--- src/fpc_pkg.sv ---
// Summary of operation
// - each transmit data nibble maps to its fixed 5-bit code group
// - first two preamble nibbles of a frame are sent as J then K
// - later preamble and data nibbles become code groups, in order, gapless
// - deassertion of transmit enable appends T then R
// - idle groups are sent after R and whenever no frame is active; the code sends J straight after R when the next frame is already waiting
// - bypass input sends raw five bits without 4B5B conversion
// - key stream is XORed onto the code group bits before transmission
// - code groups are serialized and each bit is scrambled before the NRZI stage
// - serial scrambled bits are NRZI encoded before MLT-3 conversion
// - two drive streams carry alternating one events, forming MLT-3
// - receive path turns serial line bits into nibbles for the MAC
// - three-level receive input is turned back into a two-level NRZI stream
// - receive bit timing is recovered from the line clock with the data
// - NRZI receive stream is decoded to NRZ bits
// - NRZ bits are gathered into a parallel window
// - descrambler removes the key stream before alignment
// - J/K detection fixes the group boundary for the rest of the frame
// - aligned groups are decoded to nibbles by reverse table lookup
// - J/K is stripped and replaced by two preamble nibbles
// - T/R ending a frame is never passed on as nibbles
// - each nibble offered with transmit enable is accepted for encoding
// - transmit error in a frame sends an error group instead of data
// - receive valid rises by the start delimiter and falls before T/R
// - symbol bit slots are tied five per nibble period
package fpc_pkg;

    localparam int GRP_W = 5;
    localparam int NIB_W = 4;
    localparam int LFSR_W = 11;
    localparam int LFSR_TAP_A = 10;
    localparam int LFSR_TAP_B = 8;
    localparam logic [LFSR_W-1:0] LFSR_SEED = 11'h7FF;
    localparam logic [5:0] DESCR_LOCK_BITS = 6'h20;
    localparam logic [2:0] GRP_LAST_BIT = 3'h4;
    localparam int TX_FIFO_DEPTH = 8;

    localparam logic [4:0] CG_IDLE = 5'h1F;
    localparam logic [4:0] CG_J = 5'h18;
    localparam logic [4:0] CG_K = 5'h11;
    localparam logic [4:0] CG_T = 5'h0D;
    localparam logic [4:0] CG_R = 5'h07;
    localparam logic [4:0] CG_H = 5'h04;
    localparam logic [3:0] PREAMBLE_NIB = 4'h5;
    localparam logic [1:0] MLT_PLUS = 2'h1;
    localparam logic [1:0] MLT_MINUS = 2'h3;

    localparam logic [4:0] ENC_TABLE [16] = '{
        5'h1E, 5'h09, 5'h14, 5'h15, 5'h0A, 5'h0B, 5'h0E, 5'h0F,
        5'h12, 5'h13, 5'h16, 5'h17, 5'h1A, 5'h1B, 5'h1C, 5'h1D
    };

    typedef struct packed {
        logic       en;
        logic       er;
        logic [3:0] d;
    } fpc_tx_word_t;

    typedef struct packed {
        logic       dv;
        logic       er;
        logic [3:0] d;
    } fpc_rx_nib_t;

    typedef enum logic [1:0] {TX_IDLE, TX_K, TX_DATA, TX_R} fpc_tx_state_t;
    typedef enum logic [1:0] {RX_HUNT, RX_FRAME, RX_SKIP_R} fpc_rx_state_t;

    function automatic logic [4:0] fpc_enc(input logic [3:0] nib);
        return ENC_TABLE[nib];
    endfunction : fpc_enc

    // returns {hit, nibble}; a miss is an invalid or error group
    function automatic logic [4:0] fpc_dec(input logic [4:0] grp);
        logic [4:0] res;
        res = 5'h00;
        for (int i = 0; i < 16; i++) begin
            if (ENC_TABLE[i] == grp) begin
                res = {1'b1, 4'(i)};
            end
        end
        return res;
    endfunction : fpc_dec

    function automatic logic fpc_lfsr_key(input logic [LFSR_W-1:0] s);
        return s[LFSR_TAP_A] ^ s[LFSR_TAP_B];
    endfunction : fpc_lfsr_key

    function automatic logic [LFSR_W-1:0] fpc_lfsr_next(input logic [LFSR_W-1:0] s);
        return {s[LFSR_W-2:0], fpc_lfsr_key(s)};
    endfunction : fpc_lfsr_next

endpackage : fpc_pkg
--- src/fpc_codec.sv ---
`timescale 1ns/1ps

// ==========================================================
// transmit nibble buffer
module fpc_fifo #(
    parameter int WIDTH = 6,
    parameter int DEPTH = 8
) (
    // clock and reset
    input  wire logic             clk_i,
    input  wire logic             rst_i,
    // fill side
    input  wire logic             in_valid_i,
    input  wire logic [WIDTH-1:0] in_data_i,
    output logic                  in_ready_o,
    // drain side
    output logic                  out_valid_o,
    output logic      [WIDTH-1:0] out_data_o,
    input  wire logic             out_ready_i
);
    localparam int AW = (DEPTH > 1) ? $clog2(DEPTH) : 1;

    logic [WIDTH-1:0] mem_r [DEPTH];
    logic [AW-1:0]    wr_ptr_r;
    logic [AW-1:0]    rd_ptr_r;
    logic [AW:0]      cnt_r;
    logic             push;
    logic             pop;

    function automatic logic [AW-1:0] ptr_inc(input logic [AW-1:0] p);
        return (p == AW'(DEPTH - 1)) ? '0 : AW'(p + 1'b1);
    endfunction : ptr_inc

    assign in_ready_o  = (cnt_r != (AW + 1)'(DEPTH));
    assign out_valid_o = (cnt_r != '0);
    assign out_data_o  = mem_r[rd_ptr_r];
    assign push        = in_valid_i && in_ready_o;
    assign pop         = out_valid_o && out_ready_i;

    always_ff @(posedge clk_i) begin
        if (push) begin
            mem_r[wr_ptr_r] <= in_data_i;
        end
    end

    always_ff @(posedge clk_i or posedge rst_i) begin
        if (rst_i) begin
            wr_ptr_r <= '0;
            rd_ptr_r <= '0;
            cnt_r    <= '0;
        end else begin
            if (push) begin
                wr_ptr_r <= ptr_inc(wr_ptr_r);
            end
            if (pop) begin
                rd_ptr_r <= ptr_inc(rd_ptr_r);
            end
            if (push && !pop) begin
                cnt_r <= cnt_r + 1'b1;
            end else if (pop && !push) begin
                cnt_r <= cnt_r - 1'b1;
            end
        end
    end

    a_fifo_no_overfill : assert property (@(posedge clk_i) disable iff (rst_i)
        (cnt_r == (AW + 1)'(DEPTH)) |=> (cnt_r == (AW + 1)'(DEPTH)) || $past(pop))
        else $error("fifo count rose past full");

endmodule : fpc_fifo

// ==========================================================
// 100 Mb/s coding path
module fpc_codec (
    // clock and reset
    input  wire logic                 ref_clk_i,
    input  wire logic                 rst_i,
    // mac transmit side
    input  wire logic                 tx_valid_i,
    input  fpc_pkg::fpc_tx_word_t     tx_word_i,
    output logic                      tx_ready_o,
    input  wire logic                 bypass_i,
    // mac receive side
    output fpc_pkg::fpc_rx_nib_t      rx_nib_o,
    output logic                      rx_stb_o,
    // line side
    input  wire logic                 line_clk_i,
    output logic                      mlt_pos_o,
    output logic                      mlt_neg_o,
    input  wire logic                 rx_pos_i,
    input  wire logic                 rx_neg_i
);
    import fpc_pkg::*;

    // ==========================================================
    // input synchronisers
    logic [1:0] lclk_sync_r;
    logic [1:0] pos_sync_r;
    logic [1:0] neg_sync_r;
    logic       lclk_prev_r;
    logic       tick;

    always_ff @(posedge ref_clk_i or posedge rst_i) begin
        if (rst_i) begin
            lclk_sync_r <= 2'h0;
            pos_sync_r  <= 2'h0;
            neg_sync_r  <= 2'h0;
            lclk_prev_r <= 1'b0;
        end else begin
            lclk_sync_r <= {lclk_sync_r[0], line_clk_i};
            pos_sync_r  <= {pos_sync_r[0], rx_pos_i};
            neg_sync_r  <= {neg_sync_r[0], rx_neg_i};
            lclk_prev_r <= lclk_sync_r[1];
        end
    end

    assign tick = lclk_sync_r[1] && !lclk_prev_r;

    // ==========================================================
    // transmit group timing and buffer
    logic [2:0]    bit_cnt_r;
    logic          tx_load;
    fpc_tx_word_t  head;
    logic          head_valid;
    logic          pop_sel;
    logic          fifo_pop;

    always_ff @(posedge ref_clk_i or posedge rst_i) begin
        if (rst_i) begin
            bit_cnt_r <= 3'h0;
        end else if (tick) begin
            bit_cnt_r <= (bit_cnt_r == GRP_LAST_BIT) ? 3'h0 : bit_cnt_r + 3'h1;
        end
    end

    assign tx_load  = tick && (bit_cnt_r == GRP_LAST_BIT);
    assign fifo_pop = tx_load && pop_sel;

    // back-pressure reaches the mac through tx_ready_o
    fpc_fifo #(
        .WIDTH ($bits(fpc_tx_word_t)),
        .DEPTH (TX_FIFO_DEPTH)
    ) u_tx_fifo (
        .clk_i       (ref_clk_i),
        .rst_i       (rst_i),
        .in_valid_i  (tx_valid_i),
        .in_data_i   (tx_word_i),
        .in_ready_o  (tx_ready_o),
        .out_valid_o (head_valid),
        .out_data_o  (head),
        .out_ready_i (fifo_pop)
    );

    // ==========================================================
    // transmit encoder
    fpc_tx_state_t tx_state_r;
    fpc_tx_state_t tx_state_nxt;
    logic [4:0]    tx_grp_nxt;
    logic          tx_start;

    assign tx_start = head_valid && head.en && !bypass_i;

    always_comb begin
        tx_state_nxt = tx_state_r;
        tx_grp_nxt   = CG_IDLE;
        pop_sel      = 1'b0;
        unique case (tx_state_r)
            TX_IDLE: begin
                pop_sel = head_valid;
                if (bypass_i) begin
                    tx_grp_nxt = head_valid ? {head.er, head.d} : CG_IDLE;
                end else if (tx_start) begin
                    tx_grp_nxt   = CG_J;
                    tx_state_nxt = TX_K;
                end else begin
                    tx_grp_nxt = CG_IDLE;
                end
            end
            TX_K: begin
                pop_sel      = head_valid;
                tx_grp_nxt   = CG_K;
                tx_state_nxt = TX_DATA;
            end
            TX_DATA: begin
                pop_sel = head_valid;
                if (head_valid && head.en) begin
                    tx_grp_nxt = head.er ? CG_H : fpc_enc(head.d);
                end else begin
                    tx_grp_nxt   = CG_T;
                    tx_state_nxt = TX_R;
                end
            end
            TX_R: begin
                tx_grp_nxt   = CG_R;
                tx_state_nxt = TX_IDLE;
            end
        endcase
    end

    // one group taken per nibble slot
    always_ff @(posedge ref_clk_i or posedge rst_i) begin
        if (rst_i) begin
            tx_state_r <= TX_IDLE;
        end else if (tx_load) begin
            tx_state_r <= tx_state_nxt;
        end
    end

    // ==========================================================
    // serializer, scrambler, nrzi, mlt-3
    logic [4:0]        tx_shift_r;
    logic [LFSR_W-1:0] tx_lfsr_r;
    logic              tx_scr_bit;
    logic              tx_nrzi_r;
    logic              tx_nrzi_nxt;
    logic [1:0]        mlt_phase_r;
    logic [1:0]        mlt_phase_nxt;
    logic              mlt_pos_r;
    logic              mlt_neg_r;

    // key XOR onto each code bit
    assign tx_scr_bit  = tx_shift_r[4] ^ fpc_lfsr_key(tx_lfsr_r);
    assign tx_nrzi_nxt = tx_nrzi_r ^ tx_scr_bit;
    // each transition advances the three-level cycle
    assign mlt_phase_nxt = mlt_phase_r + {1'b0, tx_nrzi_nxt ^ tx_nrzi_r};

    always_ff @(posedge ref_clk_i or posedge rst_i) begin
        if (rst_i) begin
            tx_shift_r <= CG_IDLE;
        end else if (tx_load) begin
            tx_shift_r <= tx_grp_nxt;
        end else if (tick) begin
            tx_shift_r <= {tx_shift_r[3:0], 1'b0};
        end
    end

    always_ff @(posedge ref_clk_i or posedge rst_i) begin
        if (rst_i) begin
            tx_lfsr_r   <= LFSR_SEED;
            tx_nrzi_r   <= 1'b0;
            mlt_phase_r <= 2'h0;
            mlt_pos_r   <= 1'b0;
            mlt_neg_r   <= 1'b0;
        end else if (tick) begin
            tx_lfsr_r   <= fpc_lfsr_next(tx_lfsr_r);
            tx_nrzi_r   <= tx_nrzi_nxt;
            mlt_phase_r <= mlt_phase_nxt;
            mlt_pos_r   <= (mlt_phase_nxt == MLT_PLUS);
            mlt_neg_r   <= (mlt_phase_nxt == MLT_MINUS);
        end
    end

    assign mlt_pos_o = mlt_pos_r;
    assign mlt_neg_o = mlt_neg_r;

    // ==========================================================
    // receive line decode
    logic [1:0]        rx_lvl_r;
    logic              rx_nrzi_r;
    logic              rx_nrzi_prev_r;
    logic              rx_bit_vld_r;
    logic              rx_nrz;
    logic [LFSR_W-1:0] rx_lfsr_r;
    logic [5:0]        rx_lock_cnt_r;
    logic              rx_locked;
    logic              rx_plain;
    logic              rx_bit_ok;

    always_ff @(posedge ref_clk_i or posedge rst_i) begin
        if (rst_i) begin
            rx_lvl_r       <= 2'h0;
            rx_nrzi_r      <= 1'b0;
            rx_nrzi_prev_r <= 1'b0;
            rx_bit_vld_r   <= 1'b0;
        end else begin
            rx_bit_vld_r <= tick;
            if (tick) begin
                // a level change is an nrzi transition
                rx_lvl_r       <= {pos_sync_r[1], neg_sync_r[1]};
                rx_nrzi_prev_r <= rx_nrzi_r;
                rx_nrzi_r      <= rx_nrzi_r ^ (rx_lvl_r != {pos_sync_r[1], neg_sync_r[1]});
            end
        end
    end

    assign rx_nrz    = rx_nrzi_r ^ rx_nrzi_prev_r;
    assign rx_locked = (rx_lock_cnt_r == DESCR_LOCK_BITS);
    assign rx_plain  = rx_nrz ^ fpc_lfsr_key(rx_lfsr_r);
    assign rx_bit_ok = rx_bit_vld_r && rx_locked;

    // unlocked, the line is assumed idle so each bit reveals the key
    always_ff @(posedge ref_clk_i or posedge rst_i) begin
        if (rst_i) begin
            rx_lfsr_r     <= LFSR_SEED;
            rx_lock_cnt_r <= 6'h00;
        end else if (rx_bit_vld_r) begin
            if (rx_locked) begin
                rx_lfsr_r <= fpc_lfsr_next(rx_lfsr_r);
            end else begin
                rx_lfsr_r     <= {rx_lfsr_r[LFSR_W-2:0], ~rx_nrz};
                rx_lock_cnt_r <= rx_lock_cnt_r + 6'h01;
            end
        end
    end

    // ==========================================================
    // receive alignment and decode
    logic [9:0]    rx_win_r;
    logic [9:0]    rx_win_nxt;
    logic [2:0]    rx_cnt_r;
    fpc_rx_state_t rx_state_r;
    logic          rx_jk_hit;
    logic          rx_grp_end;
    logic [4:0]    rx_grp;
    logic [4:0]    rx_dec;
    fpc_rx_nib_t   rx_nib_r;
    logic          rx_stb_r;
    logic          rx_pend_r;

    assign rx_win_nxt = {rx_win_r[8:0], rx_plain};
    assign rx_grp     = rx_win_nxt[4:0];
    assign rx_dec     = fpc_dec(rx_grp);
    assign rx_jk_hit  = rx_bit_ok && (rx_state_r == RX_HUNT) && (rx_win_nxt == {CG_J, CG_K});
    assign rx_grp_end = rx_bit_ok && (rx_state_r != RX_HUNT) && (rx_cnt_r == GRP_LAST_BIT);

    always_ff @(posedge ref_clk_i or posedge rst_i) begin
        if (rst_i) begin
            rx_win_r <= 10'h000;
            rx_cnt_r <= 3'h0;
        end else if (rx_bit_ok) begin
            rx_win_r <= rx_win_nxt;
            rx_cnt_r <= (rx_jk_hit || rx_grp_end) ? 3'h0 : rx_cnt_r + 3'h1;
        end
    end

    always_ff @(posedge ref_clk_i or posedge rst_i) begin
        if (rst_i) begin
            rx_state_r <= RX_HUNT;
            rx_nib_r   <= '0;
            rx_stb_r   <= 1'b0;
            rx_pend_r  <= 1'b0;
        end else begin
            rx_stb_r  <= 1'b0;
            rx_pend_r <= 1'b0;
            if (rx_jk_hit) begin
                rx_state_r <= RX_FRAME;
                rx_nib_r   <= '{dv: 1'b1, er: 1'b0, d: PREAMBLE_NIB};
                rx_stb_r   <= 1'b1;
                rx_pend_r  <= 1'b1;
            end else if (rx_pend_r) begin
                rx_nib_r <= '{dv: 1'b1, er: 1'b0, d: PREAMBLE_NIB};
                rx_stb_r <= 1'b1;
            end else if (rx_grp_end) begin
                unique case (rx_state_r)
                    RX_FRAME: begin
                        if (rx_grp == CG_T) begin
                            rx_state_r <= RX_SKIP_R;
                            rx_nib_r   <= '0;
                        end else if (rx_grp == CG_IDLE) begin
                            rx_state_r <= RX_HUNT;
                            rx_nib_r   <= '0;
                        end else begin
                            rx_nib_r <= '{dv: 1'b1, er: !rx_dec[4], d: rx_dec[3:0]};
                            rx_stb_r <= 1'b1;
                        end
                    end
                    default: begin
                        rx_state_r <= RX_HUNT;
                    end
                endcase
            end
        end
    end

    assign rx_nib_o = rx_nib_r;
    assign rx_stb_o = rx_stb_r;

    // ==========================================================
    // checks
    // J then K
    a_tx_j_k : assert property (@(posedge ref_clk_i) disable iff (rst_i)
        tx_load && tx_state_r == TX_IDLE && tx_start |=> tx_shift_r == CG_J && tx_state_r == TX_K)
        else $error("frame start did not send J then K");

    a_tx_t_r : assert property (@(posedge ref_clk_i) disable iff (rst_i)
        tx_load && tx_state_r == TX_DATA && !(head_valid && head.en)
        |=> tx_shift_r == CG_T && tx_state_r == TX_R)
        else $error("frame end did not send T then R");

    a_tx_idle_fill : assert property (@(posedge ref_clk_i) disable iff (rst_i)
        tx_load && tx_state_r == TX_IDLE && !bypass_i && !tx_start |=> tx_shift_r == CG_IDLE)
        else $error("idle group missing between frames");

    a_tx_err_grp : assert property (@(posedge ref_clk_i) disable iff (rst_i)
        tx_load && tx_state_r == TX_DATA && head_valid && head.en && head.er
        |=> tx_shift_r == CG_H)
        else $error("transmit error not sent as error group");

    a_nrzi_toggle : assert property (@(posedge ref_clk_i) disable iff (rst_i)
        tick && tx_shift_r[4] != fpc_lfsr_key(tx_lfsr_r) |=> tx_nrzi_r != $past(tx_nrzi_r))
        else $error("nrzi did not toggle on a one");

    a_mlt_exclusive : assert property (@(posedge ref_clk_i) disable iff (rst_i)
        !(mlt_pos_o && mlt_neg_o))
        else $error("both mlt-3 streams driven");

    a_rx_preamble : assert property (@(posedge ref_clk_i) disable iff (rst_i)
        rx_jk_hit |=> (rx_stb_o && rx_nib_o.dv && rx_nib_o.d == PREAMBLE_NIB) [*2])
        else $error("J/K not replaced by two preamble nibbles");

    a_rx_no_tr : assert property (@(posedge ref_clk_i) disable iff (rst_i)
        rx_grp_end && rx_state_r == RX_FRAME && rx_grp == CG_T && !rx_pend_r
        |=> !rx_stb_o && !rx_nib_o.dv)
        else $error("end delimiter passed to the mac");

    a_rx_err_dv : assert property (@(posedge ref_clk_i) disable iff (rst_i)
        rx_stb_o && rx_nib_o.er |-> rx_nib_o.dv && rx_nib_o.d == 4'h0)
        else $error("receive error outside a frame");

endmodule : fpc_codec

--- config.mk ---
export PLATFORM = sky130hd
export DESIGN_NAME = fpc_codec
export DESIGN_NICKNAME = d
export VERILOG_FILES = /design/src/fpc_pkg.sv /design/src/fpc_codec.sv
export SDC_FILE = /design/constraint.sdc
export NUM_CORES = 1
export LEC_CHECK = 0
export BUFFER_PORTS_ARGS = -buffer_cell sky130_fd_sc_hd__buf_2
export CAP_MARGIN = 20
export CORE_MARGIN = 2
export CORE_UTILIZATION = 25
export DETAILED_ROUTE_END_ITERATION = 10
export GPL_TIMING_DRIVEN = 0
export PLACE_DENSITY = 0.46
export SKIP_LAST_GASP = 1
export SYNTH_ARGS = -nofsm -noshare
export SYNTH_HDL_FRONTEND = slang
export SYNTH_SLANG_ARGS = --single-unit
--- constraint.sdc ---
create_clock -name ref_clk_i -period 7.7 [get_ports ref_clk_i]
set_input_delay 0 -clock ref_clk_i [delete_from_list [all_inputs] [get_ports ref_clk_i]]
set_output_delay 0 -clock ref_clk_i [all_outputs]
set_load 0.005 [all_outputs]
==> results.sh <==
export IMPL_worstPathArrival_ns=3.48
export IMPL_start_kind="flip-flop"
export IMPL_min_from="tx_valid_i"
export IMPL_die_h_um=160
export IMPL_timing_rr_end="u_tx_fifo.cnt_r[3]"
export IMPL_pin_count=23
export IMPL_cellLeakagePower_nw=2.90
export IMPL_r2r_setup_slack_ns=4.52
export IMPL_synth_avg_cell_area_sq_um=12.7
export IMPL_pre_cts_ws_ns=4.52
export IMPL_power_total_mw=2.43
export IMPL_worstPathMaxFanout=9
export IMPL_grt_pass1_wl_mm=20.0
export IMPL_floorplan_initialDensity_pct=25.7
export IMPL_ys_seq_elements=134
export IMPL_synth_distinct_cells=59
export IMPL_finClkSkew_ns=0.00887
export IMPL_cts_root_buf="clkbuf_16"
export IMPL_min_period_ns=3.18
export IMPL_grt_pass1_vias=3871
export IMPL_wl_per_cell_um=13.6
export IMPL_whs_path_depth=3
export IMPL_tightestPinTransition_ns=0.910
export IMPL_cts_inserted_buffers=17
export IMPL_synth_warnings=0
export IMPL_drt_wl_total_mm=11.8
export IMPL_outcome="finished, final reports clean"
export IMPL_synth_async_reset_ratio_pct=64.2
export IMPL_grtUsageMet1_pct=12.6
export IMPL_antenna_found_initial=0
export IMPL_whs_endpoint="u_tx_fifo.wr_ptr_r[0]"
export IMPL_post_place_cells=820
export IMPL_slew_headroom_pct=38.8
export IMPL_final_nets=565
export IMPL_std_cell_rows=56
export IMPL_hold_violations=0
export IMPL_timing_final_ws_setup_ns=4.52
export IMPL_insertion_delay_ns=0.42
export IMPL_synth_largest_area_cell="dfrtp_1"
export IMPL_rsz0062_at_grt="false"
export IMPL_r2r_start="lclk_prev_r"
export IMPL_dp_hpwl_mm=8.16
export IMPL_syn_nets=508
export IMPL_gp_congestion=0.772
export IMPL_fmax_mhz=314
export IMPL_dr_total_vias=3715
export IMPL_cts_htree_levels=4
export IMPL_gr_total_overflow=0
export IMPL_drtPass1Iterations=4
export IMPL_grt_util_met3_pct=3.35
export IMPL_cts_tree="built"
export IMPL_track_usage_pct=9.84
export IMPL_antennaDiodeCount=0
export IMPL_postCtsSetupBuffers=0
export IMPL_required_ns=8.00
export IMPL_use_met2_pct=15.8
export IMPL_syn_inst=476
export IMPL_synth_edff_count=48
export IMPL_drt_antenna_violating_nets=0
export IMPL_area_growth_pct=20.6
export IMPL_finalSetupTns_ns=0
export IMPL_post_route_drc_count=0
export IMPL_synthTopCellsByArea="dfrtp_1 (24%), edfxtp_1 (24%), dfstp_2 (12%)"
export IMPL_core_sq_um=23600
export IMPL_cts_buffer_depth=2
export IMPL_power_density_nw_per_um2=332
export IMPL_port_buffers=22
export IMPL_cts_resized=0
export IMPL_synth_area_sq_um=6060
export IMPL_drtIter0Drc=205
export IMPL_setup_viol=0
export IMPL_timing_worst_setup_path_type="flip-flop to flip-flop"
export IMPL_hold_buffers=10
export IMPL_grt_max_degree=52
export IMPL_ys_seq_area_share_pct=59.8
export IMPL_die_w_um=160
export IMPL_drv_cap=0
export IMPL_post_route_util_pct=31.0
export IMPL_clk_pin_slew_worst_paths_ns=0.06
export IMPL_rr_worst_depth=14
export IMPL_vias_per_cell=4.29
export IMPL_min_period_over_period_pct=41.4
export IMPL_clock_sinks=134
export IMPL_final_cells=865
export IMPL_slew_violations=0
export IMPL_yosys_area_top_type_share_pct=24.4
export IMPL_endpoint_kind="flip-flop"
export IMPL_drive_gt1_share_pct=24.5
export IMPL_synthFlopType="dfrtp_1"
export IMPL_ir_drop_mv=0.144
export IMPL_hp_class="primary input to flip-flop"
export IMPL_die_area_sq_um=25500
export IMPL_busiest_layer="met2"
==> cell usage in the layout, fill, tap and decap left out, types with 3 or more instances in the layout <==
cell type,netlist,routed
nor2b_1,4,4
inv_1,17,16
xnor2_1,19,19
clkinvlp_4,0,3
xor2_1,6,6
a21oi_1,7,7
nand3_1,7,7
o211ai_1,3,3
a31oi_1,5,5
mux2_2,31,31
dlygate4sd3_1,0,10
dfrtp_1,59,59
o31ai_1,3,3
nand2b_1,7,7
a211oi_1,3,3
nand2_1,80,80
o21ai_0,15,15
clkbuf_16,0,17
clkbuf_1,14,19
dfstp_2,27,27
buf_2,1,26
nor2_1,20,20
nor3_1,12,12
edfxtp_1,48,48
mux4_2,9,9
a221oi_1,3,3
mux2i_1,10,10
nand4_1,7,7
ha_1,18,18
==> how the worst max path moves through the flow <==
stage / from / endpoint / slack (ns)
6_report: lclk_prev_r / u_tx_fifo.cnt_r[3] / 4.52
5_1_grt: lclk_prev_r / u_tx_fifo.cnt_r[3] / 4.26
4_1_cts: lclk_prev_r / u_tx_fifo.cnt_r[3] / 4.50
3_5_place_dp: lclk_prev_r / u_tx_fifo.cnt_r[3] / 4.52
3_3_place_gp: rst_i / u_tx_fifo.wr_ptr_r[0] / 4.47
2_1_floorplan: lclk_prev_r / u_tx_fifo.cnt_r[3] / 5.08
==> per-layer routing <==
metal	part of all wire [%]	up-vias
met2	47	64
met4	0.84	0
met5	0	-
met3	4.3	8
met1	48	1826
li1	-	1817
==> synthesized netlist by cell type, types with 2 or more instances <==
master and count:
a2111oi_0 2, a211oi_1 3, a21o_1 2, a21oi_1 7, a221oi_1 3, a22oi_1 2, a31oi_1 5, and2_1 2
buf_6 2, clkbuf_1 14, dfrtp_1 59, dfstp_2 27, edfxtp_1 48, ha_1 18, inv_1 17, mux2_2 31
mux2i_1 10, mux4_2 9, nand2_1 80, nand2b_1 7, nand3_1 7, nand4_1 7, nor2_1 20, nor2b_1 4
nor3_1 12, nor4_1 2, o211ai_1 3, o21ai_0 15, o31ai_1 3, or2_2 2, or3_1 2, xnor2_1 19
xor2_1 6
==> report_power, final <==
group / leakage, nW / switching [mW] / internal (mW) / total, mW
sequential: 1.48 / 0.109 / 0.916 / 1.03
clock: 0.270 / 0.297 / 0.493 / 0.791
combinational: 1.15 / 0.324 / 0.289 / 0.613
==> layout make-up <==
| class | instances | area, sq um |
|---|---|---|
| multi-input cells | 306 | 2290 |
| inverters | 18 | 70.1 |
| well taps | 319 | 399 |
| clock buffers | 24 | 472 |
| fillers | 2412 | 16300 |
| clock inverters | 8 | 101 |
| flip-flops and latches | 134 | 3630 |
| repair buffers | 38 | 268 |
| plain buffers | 18 | 83.8 |
==> state kept, by name (all words and copies together), names as in the netlist, 2 cells and up <==
name / cells
u_tx_fifo.cnt_r: 4
u_tx_fifo.mem_r: 48
rx_nib_o: 6
u_tx_fifo.wr_ptr_r: 3
tx_shift_r: 5
rx_lfsr_r: 11
rx_cnt_r: 3
lclk_sync_r: 2
tx_state_r: 2
bit_cnt_r: 3
rx_win_r: 9
pos_sync_r: 2
rx_lvl_r: 2
rx_state_r: 2
rx_lock_cnt_r: 6
neg_sync_r: 2
tx_lfsr_r: 11
mlt_phase_r: 2
u_tx_fifo.rd_ptr_r: 3
==> stage by stage <==
stage,instance area (sq um),hold slack [ns]
after floorplan,6060,0.0314
after global placement,6570,0.114
after detailed placement,6620,0.0721
after CTS,7290,0.0356
after global routing,7310,0.0922
final,7310,0.0581
==> cells by family after synthesis <==
logic type,share of synthesized area [%]
adder cells (fa/ha/maj),4.05
XOR/XNOR,3.61
AO/OA/AOI/OAI,6.69
multiplexers,11.7
flip-flops,59.8
buffers and inverters,2.50
AND/OR/NAND/NOR,11.7
==> worst max-delay path: stages (launching register included) <==
cell and delay (ns):
dfrtp_1 0.35, nand2b_1 0.14, clkbuf_1 0.20, clkinv_1 0.20, nand2_1 0.20, nor3_1 0.56, inv_1 0.11, ha_1 0.25
inv_1 0.12, ha_1 0.24, a21o_1 0.17, a21oi_1 0.17, xnor2_1 0.14, nor2_1 0.07, xor2_1 0.14
(Power assumes the default switching activity.)
